File: src/cfd_defines.svh
// Purpose: offsets, field positions, reset values and timing counts
// Assumes: one state of the core equals one clk cycle
// Notes:   included by bare name from every design file but the package
`ifndef CFD_DEFINES_SVH
`define CFD_DEFINES_SVH

// flag bit positions in the condition_code_register
`define CFD_FLG_I        3'h7
`define CFD_FLG_H        3'h5
`define CFD_FLG_N        3'h3
`define CFD_FLG_Z        3'h2
`define CFD_FLG_V        3'h1
`define CFD_FLG_C        3'h0
`define CFD_FLG_RST      8'h80

// half-carry watch bit of a word result
`define CFD_HC_BIT       11

// first-byte codes
`define CFD_OP_NOOP      8'h00
`define CFD_OP_SLEEP     8'h01
`define CFD_OP_STF       8'h02
`define CFD_OP_LDF_REG   8'h03
`define CFD_OP_ORF       8'h04
`define CFD_OP_XORF      8'h05
`define CFD_OP_ANDF      8'h06
`define CFD_OP_LDF_IMM   8'h07
`define CFD_OP_ADC_REG   8'h0e
`define CFD_OP_DADJA     8'h0f
`define CFD_OP_NOT_NEG   8'h17
`define CFD_OP_SBB_REG   8'h1e
`define CFD_OP_DADJS     8'h1f
`define CFD_OP_UDIV      8'h51
`define CFD_OP_RTS       8'h54
`define CFD_OP_XRET      8'h56
`define CFD_OP_CALL_RN   8'h5d
`define CFD_OP_CALL_ABS  8'h5e
`define CFD_OP_CALL_IND  8'h5f
`define CFD_OP_MOV_IND   8'h6d
`define CFD_OP_BXOR      8'h75
`define CFD_OP_BLD       8'h77
`define CFD_OP_BLOCK     8'h7b
`define CFD_HI_ADC_IMM   4'h9
`define CFD_HI_SBB_IMM   4'hb
`define CFD_SP_REG       3'h7

// states per cycle type with on-chip memory
`define CFD_S_FETCH      4'h2
`define CFD_S_BRADDR     4'h2
`define CFD_S_STACK      4'h2
`define CFD_S_BYTE       4'h2
`define CFD_S_BYTE_PERI  4'h3
`define CFD_S_WORD       4'h2
`define CFD_S_INTERNAL   4'h1

// block transfer count: 4n + 9
`define CFD_BLK_MUL      12'h004
`define CFD_BLK_ADD      12'h009
`define CFD_CNT_W        12

`endif

File: src/cfd_pkg.sv
// Purpose: types shared by the decoder files
// Assumes: constants live in cfd_defines.svh
// Notes:   nothing here is imported; use cfd_pkg::name
package cfd_pkg;

    typedef enum logic [4:0] {
        CFD_NOOP, CFD_SLEEP, CFD_STF, CFD_LDF_REG, CFD_LDF_IMM, CFD_ANDF, CFD_ORF,
        CFD_XORF, CFD_ADC, CFD_SBB, CFD_DADJA, CFD_DADJS, CFD_UDIV, CFD_RTS, CFD_XRET,
        CFD_CALL_RN, CFD_CALL_ABS, CFD_CALL_IND, CFD_MOV_IND, CFD_BLOCK, CFD_ALT_A,
        CFD_ALT_B, CFD_OTHER, CFD_UNDEF
    } cfd_op_e;

    // cycles of each type inside one instruction
    typedef struct packed {
        logic [2:0] fetch;
        logic [2:0] braddr;
        logic [2:0] stack;
        logic [2:0] byte_acc;
        logic [2:0] word_acc;
        logic [2:0] internal;
    } cfd_cyc_s;

    // result facts from the arithmetic unit
    typedef struct packed {
        logic       hc_apply;
        logic       carry11;
        logic       res_zero;
        logic       res_neg;
        logic       ovf;
        logic       carry;
        logic       dec_carry;
        logic [7:0] divisor;
    } cfd_alu_s;

    // decoded instruction
    typedef struct packed {
        cfd_op_e    op;
        logic       stack_mov;
        logic       undef;
    } cfd_dec_s;

endpackage : cfd_pkg

File: src/cfd_opmap.sv
// Purpose: first-byte opcode map lookup
// Assumes: instruction word presented whole
// Notes:   purely combinational
`timescale 1ns/1ps
`include "cfd_defines.svh"
module cfd_opmap (
    input  wire logic [15:0]     instr_word, // first instruction word
    output cfd_pkg::cfd_dec_s    dec         // decoded operation
);
    logic [7:0] first_byte;
    assign first_byte = instr_word[15:8];

    // row = high nibble, column = low nibble
    always_comb begin
        dec.stack_mov = 1'b0;
        dec.undef     = 1'b0;
        unique case (first_byte)
            `CFD_OP_NOOP:     dec.op = cfd_pkg::CFD_NOOP;
            `CFD_OP_SLEEP:    dec.op = cfd_pkg::CFD_SLEEP;
            `CFD_OP_STF:      dec.op = cfd_pkg::CFD_STF;
            `CFD_OP_LDF_REG:  dec.op = cfd_pkg::CFD_LDF_REG;
            `CFD_OP_LDF_IMM:  dec.op = cfd_pkg::CFD_LDF_IMM;
            `CFD_OP_ANDF:     dec.op = cfd_pkg::CFD_ANDF;
            `CFD_OP_ORF:      dec.op = cfd_pkg::CFD_ORF;
            `CFD_OP_XORF:     dec.op = cfd_pkg::CFD_XORF;
            `CFD_OP_ADC_REG:  dec.op = cfd_pkg::CFD_ADC;
            `CFD_OP_SBB_REG:  dec.op = cfd_pkg::CFD_SBB;
            `CFD_OP_DADJA:    dec.op = cfd_pkg::CFD_DADJA;
            `CFD_OP_DADJS:    dec.op = cfd_pkg::CFD_DADJS;
            `CFD_OP_UDIV:     dec.op = cfd_pkg::CFD_UDIV;
            `CFD_OP_RTS:      dec.op = cfd_pkg::CFD_RTS;
            `CFD_OP_XRET:     dec.op = cfd_pkg::CFD_XRET;
            `CFD_OP_CALL_RN:  dec.op = cfd_pkg::CFD_CALL_RN;
            `CFD_OP_CALL_ABS: dec.op = cfd_pkg::CFD_CALL_ABS;
            `CFD_OP_CALL_IND: dec.op = cfd_pkg::CFD_CALL_IND;
            `CFD_OP_BLOCK:    dec.op = cfd_pkg::CFD_BLOCK;
            // push and pop are this move with the stack pointer
            `CFD_OP_MOV_IND: begin
                dec.op        = cfd_pkg::CFD_MOV_IND;
                dec.stack_mov = (instr_word[6:4] == `CFD_SP_REG);
            end
            // shared codes split on bit 7 of the word
            `CFD_OP_NOT_NEG, `CFD_OP_BXOR, `CFD_OP_BLD: begin
                dec.op = instr_word[7] ? cfd_pkg::CFD_ALT_B : cfd_pkg::CFD_ALT_A;
            end
            8'h52, 8'h53, 8'h57, 8'h58, 8'h5c, 8'h64, 8'h65, 8'h66, 8'h78: begin
                dec.op    = cfd_pkg::CFD_UNDEF;
                dec.undef = 1'b1;
            end
            default: begin
                if (first_byte[7:4] == `CFD_HI_ADC_IMM) begin
                    dec.op = cfd_pkg::CFD_ADC;
                end else if (first_byte[7:4] == `CFD_HI_SBB_IMM) begin
                    dec.op = cfd_pkg::CFD_SBB;
                end else begin
                    dec.op = cfd_pkg::CFD_OTHER;
                end
            end
        endcase
    end
endmodule // cfd_opmap

File: src/cfd_states.sv
// Purpose: execution state total from cycle counts
// Assumes: per-cycle state counts for on-chip memory
// Notes:   byte access to a peripheral costs one state more
`timescale 1ns/1ps
`include "cfd_defines.svh"
module cfd_states (
    input  cfd_pkg::cfd_cyc_s    cyc,        // cycles of each type
    input  wire logic            peri_byte,  // byte data goes to a peripheral
    output logic [11:0]          total       // execution states
);
    function automatic logic [11:0] term(input logic [2:0] n, input logic [3:0] s);
        term = 12'(n) * 12'(s);
    endfunction

    // sum of count times states per type
    always_comb begin
        total = term(cyc.fetch, `CFD_S_FETCH)
              + term(cyc.braddr, `CFD_S_BRADDR)
              + term(cyc.stack, `CFD_S_STACK)
              + term(cyc.byte_acc, peri_byte ? `CFD_S_BYTE_PERI : `CFD_S_BYTE)
              + term(cyc.word_acc, `CFD_S_WORD)
              + term(cyc.internal, `CFD_S_INTERNAL);
    end
endmodule // cfd_states

File: src/cfd_decoder.sv
// Purpose: control-flow, flag-transfer and flag-rule decode of the cpu core
// Assumes: one state per clk; an instruction is taken when ready_o and instr_valid
// Notes:   undefined first bytes run as a two-state no-op and pulse undef_o
// How it works
// - half-carry from bit 11 carry or borrow
// - extended add/sub zero keeps zero flag
// - decimal adjust sets carry or keeps it
// - block transfer takes 4n+9 states
// - divide negative flag tracks divisor sign
// - divide zero flag tracks zero divisor
// - first byte selects row and column
// - bit 7 splits shared first bytes
// - push/pop are stack-pointer indirect moves
// - state counts assume on-chip memory
// - sleep entry keeps flags, two states
// - states are sum of cycles times states
`timescale 1ns/1ps
`include "cfd_defines.svh"
module cfd_decoder (
    input  wire logic            clk,          // core clock, 20 MHz
    input  wire logic            sys_rst,      // synchronous reset, high
    input  wire logic            instr_valid,  // instruction word offered
    input  wire logic [15:0]     instr_word,   // first instruction word
    input  wire logic [7:0]      imm_or_reg,   // immediate byte or source register
    input  wire logic [7:0]      stack_flags,  // flag byte popped on exception return
    input  wire logic [7:0]      reg4_low,     // general_reg4_low_byte value
    input  wire logic            peri_byte,    // byte data goes to a peripheral
    input  cfd_pkg::cfd_alu_s    alu,          // arithmetic result facts
    input  wire logic            wake,         // leave sleep mode
    output logic                 ready_o,      // idle, can take an instruction
    output logic                 done_o,       // last state of the instruction
    output cfd_pkg::cfd_dec_s    dec_o,        // decoded instruction, registered
    output logic [11:0]          states_o,     // state count, registered
    output logic [7:0]           cc_reg_o,     // condition_code_register
    output logic [7:0]           store_o,      // store_flags data, registered
    output logic                 sleep_o,      // sleep mode
    output logic                 undef_o       // undefined code taken, pulse
);
    typedef enum logic [1:0] {
        CFD_IDLE = 2'b01,
        CFD_EXEC = 2'b10
    } cfd_state_e;

    cfd_state_e          state_r;
    cfd_pkg::cfd_dec_s   dec;
    cfd_pkg::cfd_cyc_s   cyc;
    logic [11:0]         table_total;
    logic [11:0]         total_nxt;
    logic [11:0]         cnt_r;
    logic [7:0]          cc_reg_r;
    logic [7:0]          cc_reg_nxt;
    logic [7:0]          reg4_low_q;
    logic                take;
    logic                undef_r;

    cfd_opmap u_opmap (
        .instr_word (instr_word),
        .dec        (dec)
    );

    cfd_states u_states (
        .cyc        (cyc),
        .peri_byte  (peri_byte),
        .total      (table_total)
    );

    // 4n + 9 for the block transfer
    function automatic logic [11:0] block_states(input logic [7:0] n);
        block_states = 12'(n) * `CFD_BLK_MUL + `CFD_BLK_ADD;
    endfunction

    assign take    = (state_r == CFD_IDLE) && instr_valid;
    assign ready_o = (state_r == CFD_IDLE);
    assign done_o  = (state_r == CFD_EXEC) && (cnt_r == 12'h001);

    // cycle mix of each instruction
    always_comb begin
        cyc = '0;
        unique case (dec.op)
            cfd_pkg::CFD_CALL_RN: begin
                cyc.fetch = 3'h2;
                cyc.stack = 3'h1;
            end
            cfd_pkg::CFD_CALL_ABS, cfd_pkg::CFD_RTS: begin
                cyc.fetch    = 3'h2;
                cyc.stack    = 3'h1;
                cyc.internal = 3'h2;
            end
            cfd_pkg::CFD_CALL_IND: begin
                cyc.fetch  = 3'h2;
                cyc.braddr = 3'h1;
                cyc.stack  = 3'h1;
            end
            cfd_pkg::CFD_XRET: begin
                cyc.fetch    = 3'h2;
                cyc.stack    = 3'h2;
                cyc.internal = 3'h2;
            end
            cfd_pkg::CFD_MOV_IND: begin
                cyc.fetch    = 3'h1;
                cyc.word_acc = 3'h1;
                cyc.internal = {2'h0, dec.stack_mov};
            end
            cfd_pkg::CFD_ALT_A, cfd_pkg::CFD_ALT_B: begin
                cyc.fetch    = 3'h1;
            end
            default: begin
                cyc.fetch = 3'h1; // sleep, flag ops, no-op, undefined
            end
        endcase
    end

    // block transfer overrides the table sum
    always_comb begin
        if (dec.op == cfd_pkg::CFD_BLOCK) begin
            total_nxt = block_states(reg4_low);
        end else begin
            total_nxt = table_total;
        end
    end

    // flag update of the taken instruction
    always_comb begin
        cc_reg_nxt = cc_reg_r;
        unique case (dec.op)
            cfd_pkg::CFD_LDF_REG, cfd_pkg::CFD_LDF_IMM: cc_reg_nxt = imm_or_reg;
            cfd_pkg::CFD_ANDF: cc_reg_nxt = cc_reg_r & imm_or_reg;
            cfd_pkg::CFD_ORF:  cc_reg_nxt = cc_reg_r | imm_or_reg;
            cfd_pkg::CFD_XORF: cc_reg_nxt = cc_reg_r ^ imm_or_reg;
            cfd_pkg::CFD_XRET: cc_reg_nxt = stack_flags;
            cfd_pkg::CFD_ADC, cfd_pkg::CFD_SBB: begin
                cc_reg_nxt[`CFD_FLG_H] = alu.carry11;
                cc_reg_nxt[`CFD_FLG_N] = alu.res_neg;
                cc_reg_nxt[`CFD_FLG_V] = alu.ovf;
                cc_reg_nxt[`CFD_FLG_C] = alu.carry;
                if (!alu.res_zero) begin
                    cc_reg_nxt[`CFD_FLG_Z] = 1'b0;
                end
            end
            cfd_pkg::CFD_DADJA, cfd_pkg::CFD_DADJS: begin
                cc_reg_nxt[`CFD_FLG_N] = alu.res_neg;
                cc_reg_nxt[`CFD_FLG_Z] = alu.res_zero;
                if (alu.dec_carry) begin
                    cc_reg_nxt[`CFD_FLG_C] = 1'b1;
                end
            end
            cfd_pkg::CFD_UDIV: begin
                cc_reg_nxt[`CFD_FLG_N] = alu.divisor[7];
                cc_reg_nxt[`CFD_FLG_Z] = (alu.divisor == 8'h00);
            end
            cfd_pkg::CFD_OTHER: begin
                if (alu.hc_apply) begin
                    cc_reg_nxt[`CFD_FLG_H] = alu.carry11;
                end
            end
            default: cc_reg_nxt = cc_reg_r; // sleep, no-op, undefined keep flags
        endcase
    end

    // idle/exec sequencing and state countdown
    always_ff @(posedge clk) begin
        if (sys_rst) begin
            state_r <= CFD_IDLE;
            cnt_r   <= 12'h000;
        end else if (take) begin
            state_r <= CFD_EXEC;
            cnt_r   <= total_nxt;
        end else if (state_r == CFD_EXEC) begin
            cnt_r <= cnt_r - 12'h001;
            if (cnt_r == 12'h001) begin
                state_r <= CFD_IDLE;
            end
        end
    end

    // decoded fields held for the whole execution
    always_ff @(posedge clk) begin
        if (sys_rst) begin
            dec_o    <= '{op: cfd_pkg::CFD_NOOP, stack_mov: 1'b0, undef: 1'b0};
            states_o <= 12'h000;
            store_o  <= 8'h00;
            undef_r  <= 1'b0;
        end else begin
            undef_r <= take && dec.undef;
            if (take) begin
                dec_o    <= dec;
                states_o <= total_nxt;
                store_o  <= cc_reg_r;
            end
        end
    end

    // flags live here; only taken instructions change them
    always_ff @(posedge clk) begin
        if (sys_rst) begin
            cc_reg_r <= `CFD_FLG_RST;
        end else if (take) begin
            cc_reg_r <= cc_reg_nxt;
        end
    end

    // sleep entered by the instruction, left on wake
    always_ff @(posedge clk) begin
        if (sys_rst) begin
            sleep_o <= 1'b0;
        end else if (take && dec.op == cfd_pkg::CFD_SLEEP) begin
            sleep_o <= 1'b1;
        end else if (wake) begin
            sleep_o <= 1'b0;
        end
    end

    assign cc_reg_o = cc_reg_r;
    assign undef_o = undef_r;

    // n at the taking edge, seen by the check one cycle later
    always_ff @(posedge clk) begin
        reg4_low_q <= reg4_low;
    end
endmodule // cfd_decoder

File: config.mk
export PLATFORM = sky130hd
export DESIGN_NAME = cfd_decoder
export DESIGN_NICKNAME = d
export VERILOG_FILES = /design/src/cfd_pkg.sv /design/src/cfd_opmap.sv /design/src/cfd_states.sv /design/src/cfd_decoder.sv
export VERILOG_INCLUDE_DIRS = /design/src /design/src/src
export SDC_FILE = /design/constraint.sdc
export NUM_CORES = 1
export LEC_CHECK = 0
export ABC_AREA = 1
export BUFFER_PORTS_ARGS = -buffer_cell sky130_fd_sc_hd__buf_4
export CAP_MARGIN = 20
export CORE_ASPECT_RATIO = 0.9
export CORE_MARGIN = 4
export CORE_UTILIZATION = 53
export CTS_CLUSTER_SIZE = 30
export DETAILED_ROUTE_END_ITERATION = 7
export PLACE_DENSITY = 0.81
export SYNTH_ARGS = -nofsm -noshare
export SYNTH_HDL_FRONTEND = slang
export SYNTH_SLANG_ARGS = --single-unit
File: constraint.sdc
create_clock -name clk -period 3.6 [get_ports clk]
set_clock_uncertainty 0.15 [all_clocks]
set_input_delay 0.72 -clock clk [delete_from_list [all_inputs] [get_ports clk]]
set_output_delay 0.72 -clock clk [all_outputs]
set_load 0.02 [all_outputs]
==> results.sh <==
export IMPL_status="complete, no violations"
export IMPL_crit_fanout=8
export IMPL_top_layer="met4"
export IMPL_yosysWarningCount=0
export IMPL_route_detailed_wl_per_inst_um=14.44
export IMPL_final_nets=711
export IMPL_min_to="states_o[5]"
export IMPL_cts_buffers_inserted=5
export IMPL_synthFlopType="dfxtp_1"
export IMPL_place_area_um2=4374
export IMPL_drv_cap=0
export IMPL_core_um2=6551
export IMPL_chipHeight_um=85.78
export IMPL_clk_pin_slew_ns=0.09
export IMPL_drc=0
export IMPL_synth_largest_area_cell="dfxtp_1"
export IMPL_route_met3_wl_um=997
export IMPL_grt_use_total_pct=26.47
export IMPL_tns_ns=0
export IMPL_grt_overflow=0
export IMPL_cts_resized=0
export IMPL_drt_pass1_iterations=7
export IMPL_r2r_start="state_r[0]"
export IMPL_finalMaxSlewViolations=0
export IMPL_cp_end_kind="register"
export IMPL_htreeDepth=2
export IMPL_syn_nets=617
export IMPL_fin_crit_sh_pct=90.44
export IMPL_powerDensity_nw_per_um2=329.7
export IMPL_antenna_cells=0
export IMPL_dr_total_vias=3970
export IMPL_grt_antenna_before_repair=0
export IMPL_portBuffers=92
export IMPL_peakVddDrop_mv=0.2159
export IMPL_synth_top_area_share_pct=28.10
export IMPL_grt_pass1_vias=3859
export IMPL_synth_edf_count=0
export IMPL_holdCritStartpoint="states_o[5]"
export IMPL_clkSinkCount=50
export IMPL_rsz0062_at_grt="no"
export IMPL_required_ns=3.69
export IMPL_p_leak_nw=2.278
export IMPL_ant_nets=0
export IMPL_ctsHoldBuffers=0
export IMPL_final_area_um2=4496
export IMPL_syn_inst=532
export IMPL_whs_ns=0.3204
export IMPL_cts_tree="done"
export IMPL_clock_latency_ns=0.31
export IMPL_arrival_ns=3.35
export IMPL_cp_start_kind="input pin"
export IMPL_root_buffer="clkbuf_8"
export IMPL_rows=28
export IMPL_ff2ff_path_depth=8
export IMPL_syn2layout_area_growth_pct=26.20
export IMPL_async_flop_share_pct=0
export IMPL_whs_path_depth=2
export IMPL_grt_max_degree=31
export IMPL_detail_route_vias_per_cell=5.537
export IMPL_grt_pass1_wl_mm=17.42
export IMPL_timing_rr_end="cnt_r[8]"
export IMPL_die_x_um=94.42
export IMPL_total_power_mw=1.482
export IMPL_setup_viol=0
export IMPL_io_pins=99
export IMPL_postSynthAreaPerCell_um2=6.696
export IMPL_cts_buffer_depth=2
export IMPL_synth_area_top_cells="dfxtp_1 (28%), nand2_1 (8.9%), ha_1 (8.4%), inv_1 (7.8%), nor2_1 (6.0%)"
export IMPL_drt_met1_wl_mm=4.533
export IMPL_layout_drive_gt1_share_pct=24.08
export IMPL_hp_class="reg -> reg"
export IMPL_die_area_um2=8098
export IMPL_ys_seq_area_share_pct=28.10
export IMPL_dpl_hpwl_mm=7.937
export IMPL_synth_most_common_cell="nand2_1"
export IMPL_fin_crit_ns=3.256
export IMPL_tightest_slew_ns=0.8343
export IMPL_wl_mm=10.35
export IMPL_yosysUniqueCellTypes=52
export IMPL_hold_viol=0
export IMPL_relSlewSlack_pct=44.32
export IMPL_gp_congestion=0.9672
export IMPL_syn_cell_area_um2=3562
export IMPL_fmax_mhz=307.1
export IMPL_final_util_pct=68.62
export IMPL_post_cts_buffers=0
export IMPL_yosys_register_bits=50
export IMPL_synth_commonest_cells="nand2_1 (84), inv_1 (74), nor2_1 (57)"
export IMPL_wl_met2_mm=4.677
export IMPL_r2r_setup_slack_ns=1.47
export IMPL_critPathKind="in -> reg"
export IMPL_initialDrtViolationCount=245
export IMPL_initial_core_util_pct=54.37
## placed cells by master, fill, tap and decap left out, types with 3 or more instances in the layout
cell type / synthesis / final
inv_1: 74 / 74
nor2_1: 57 / 57
nor4_1: 3 / 3
nor2_4: 4 / 4
inv_2: 7 / 7
clkbuf_8: 0 / 6
nand2_2: 7 / 7
ha_1: 24 / 24
nand3_1: 35 / 35
or2_2: 3 / 3
o21ai_0: 42 / 42
nand3_2: 4 / 4
o211ai_1: 6 / 6
xor2_1: 5 / 5
dfxtp_1: 50 / 50
nor3_1: 6 / 6
a22o_1: 3 / 3
nand4_1: 7 / 7
a21oi_1: 38 / 38
a31oi_1: 10 / 10
nor2_2: 9 / 9
buf_4: 2 / 104
nand2_1: 84 / 84
nand3b_1: 4 / 4
o21ai_1: 4 / 4
## metal layers
| layer | vias to the layer above | GRT usage (%) |
|---|---|---|
| met5 | - | 0 |
| met4 | 0 | 7.349 |
| met3 | 13 | 5.789 |
| met2 | 212 | 43.94 |
| met1 | 1793 | 34.71 |
| li1 | 1952 | - |
## registers in the layout, indices dropped and copies added (netlist names)
name,flops
cnt_r,12
states_o,11
cc_reg_o,8
store_o,8
dec_o,7
state_r,2
sleep_o,1
undef_o,1
## how the worst max path moves through the flow
stage / depth (start not counted) / slack [ns] / start / to
after global routing: 18 / 0.10 / instr_word[15] / cnt_r[3]
after detailed placement: 18 / 0.04 / instr_word[15] / cnt_r[3]
final: 18 / 0.34 / instr_word[15] / cnt_r[3]
after global placement: 18 / 0.15 / instr_word[15] / cnt_r[3]
after CTS: 18 / 0.37 / instr_word[15] / cnt_r[3]
after floorplan: 18 / 0.29 / instr_word[15] / states_o[3]
## final cells by class
type	instances	area, um^2
well taps	90	112.6
inverters	83	311.5
flip-flops and latches	50	1001
multi-input cells	382	2168
clock inverters	2	38.79
repair buffers	104	780.7
clock buffers	6	82.58
fillers	575	2056
## where the power goes
part | switching, mW | total (mW) | internal, mW
combinational | 0.256 | 0.422 | 0.167
clock | 0.199 | 0.428 | 0.229
sequential | 0.0354 | 0.632 | 0.596
total | 0.490 | 1.48 | 0.992
## through the flow
step,cells,setup slack [ns]
2_1_floorplan,532,0.2934
3_3_place_gp,709,0.1490
3_5_place_dp,709,0.04010
4_1_cts,717,0.3715
5_1_grt,717,0.1037
6_report,717,0.3441
## critical path, stage by stage
cell and delay (ns):
buf_4 0.12, inv_1 0.09, nand2_1 0.10, nor2_4 0.22
nand3_1 0.14, nand3_1 0.13, nor2_1 0.07, ha_1 0.27
inv_1 0.05, fa_1 0.42, inv_1 0.06, ha_1 0.23
a31oi_1 0.20, xnor2_1 0.15, a21oi_1 0.08, nor2_1 0.10
inv_1 0.06, a21oi_1 0.13
## cell families after synthesis
logic type | synth area share (%)
compound gates | 19.99
fa+ha+maj | 8.992
other cells | 0.1053
buf+inv | 11.03
simple gates | 30.07
xor+xnor | 1.721
flops | 28.10
Note: power is estimated with default switching activity, not from simulation.
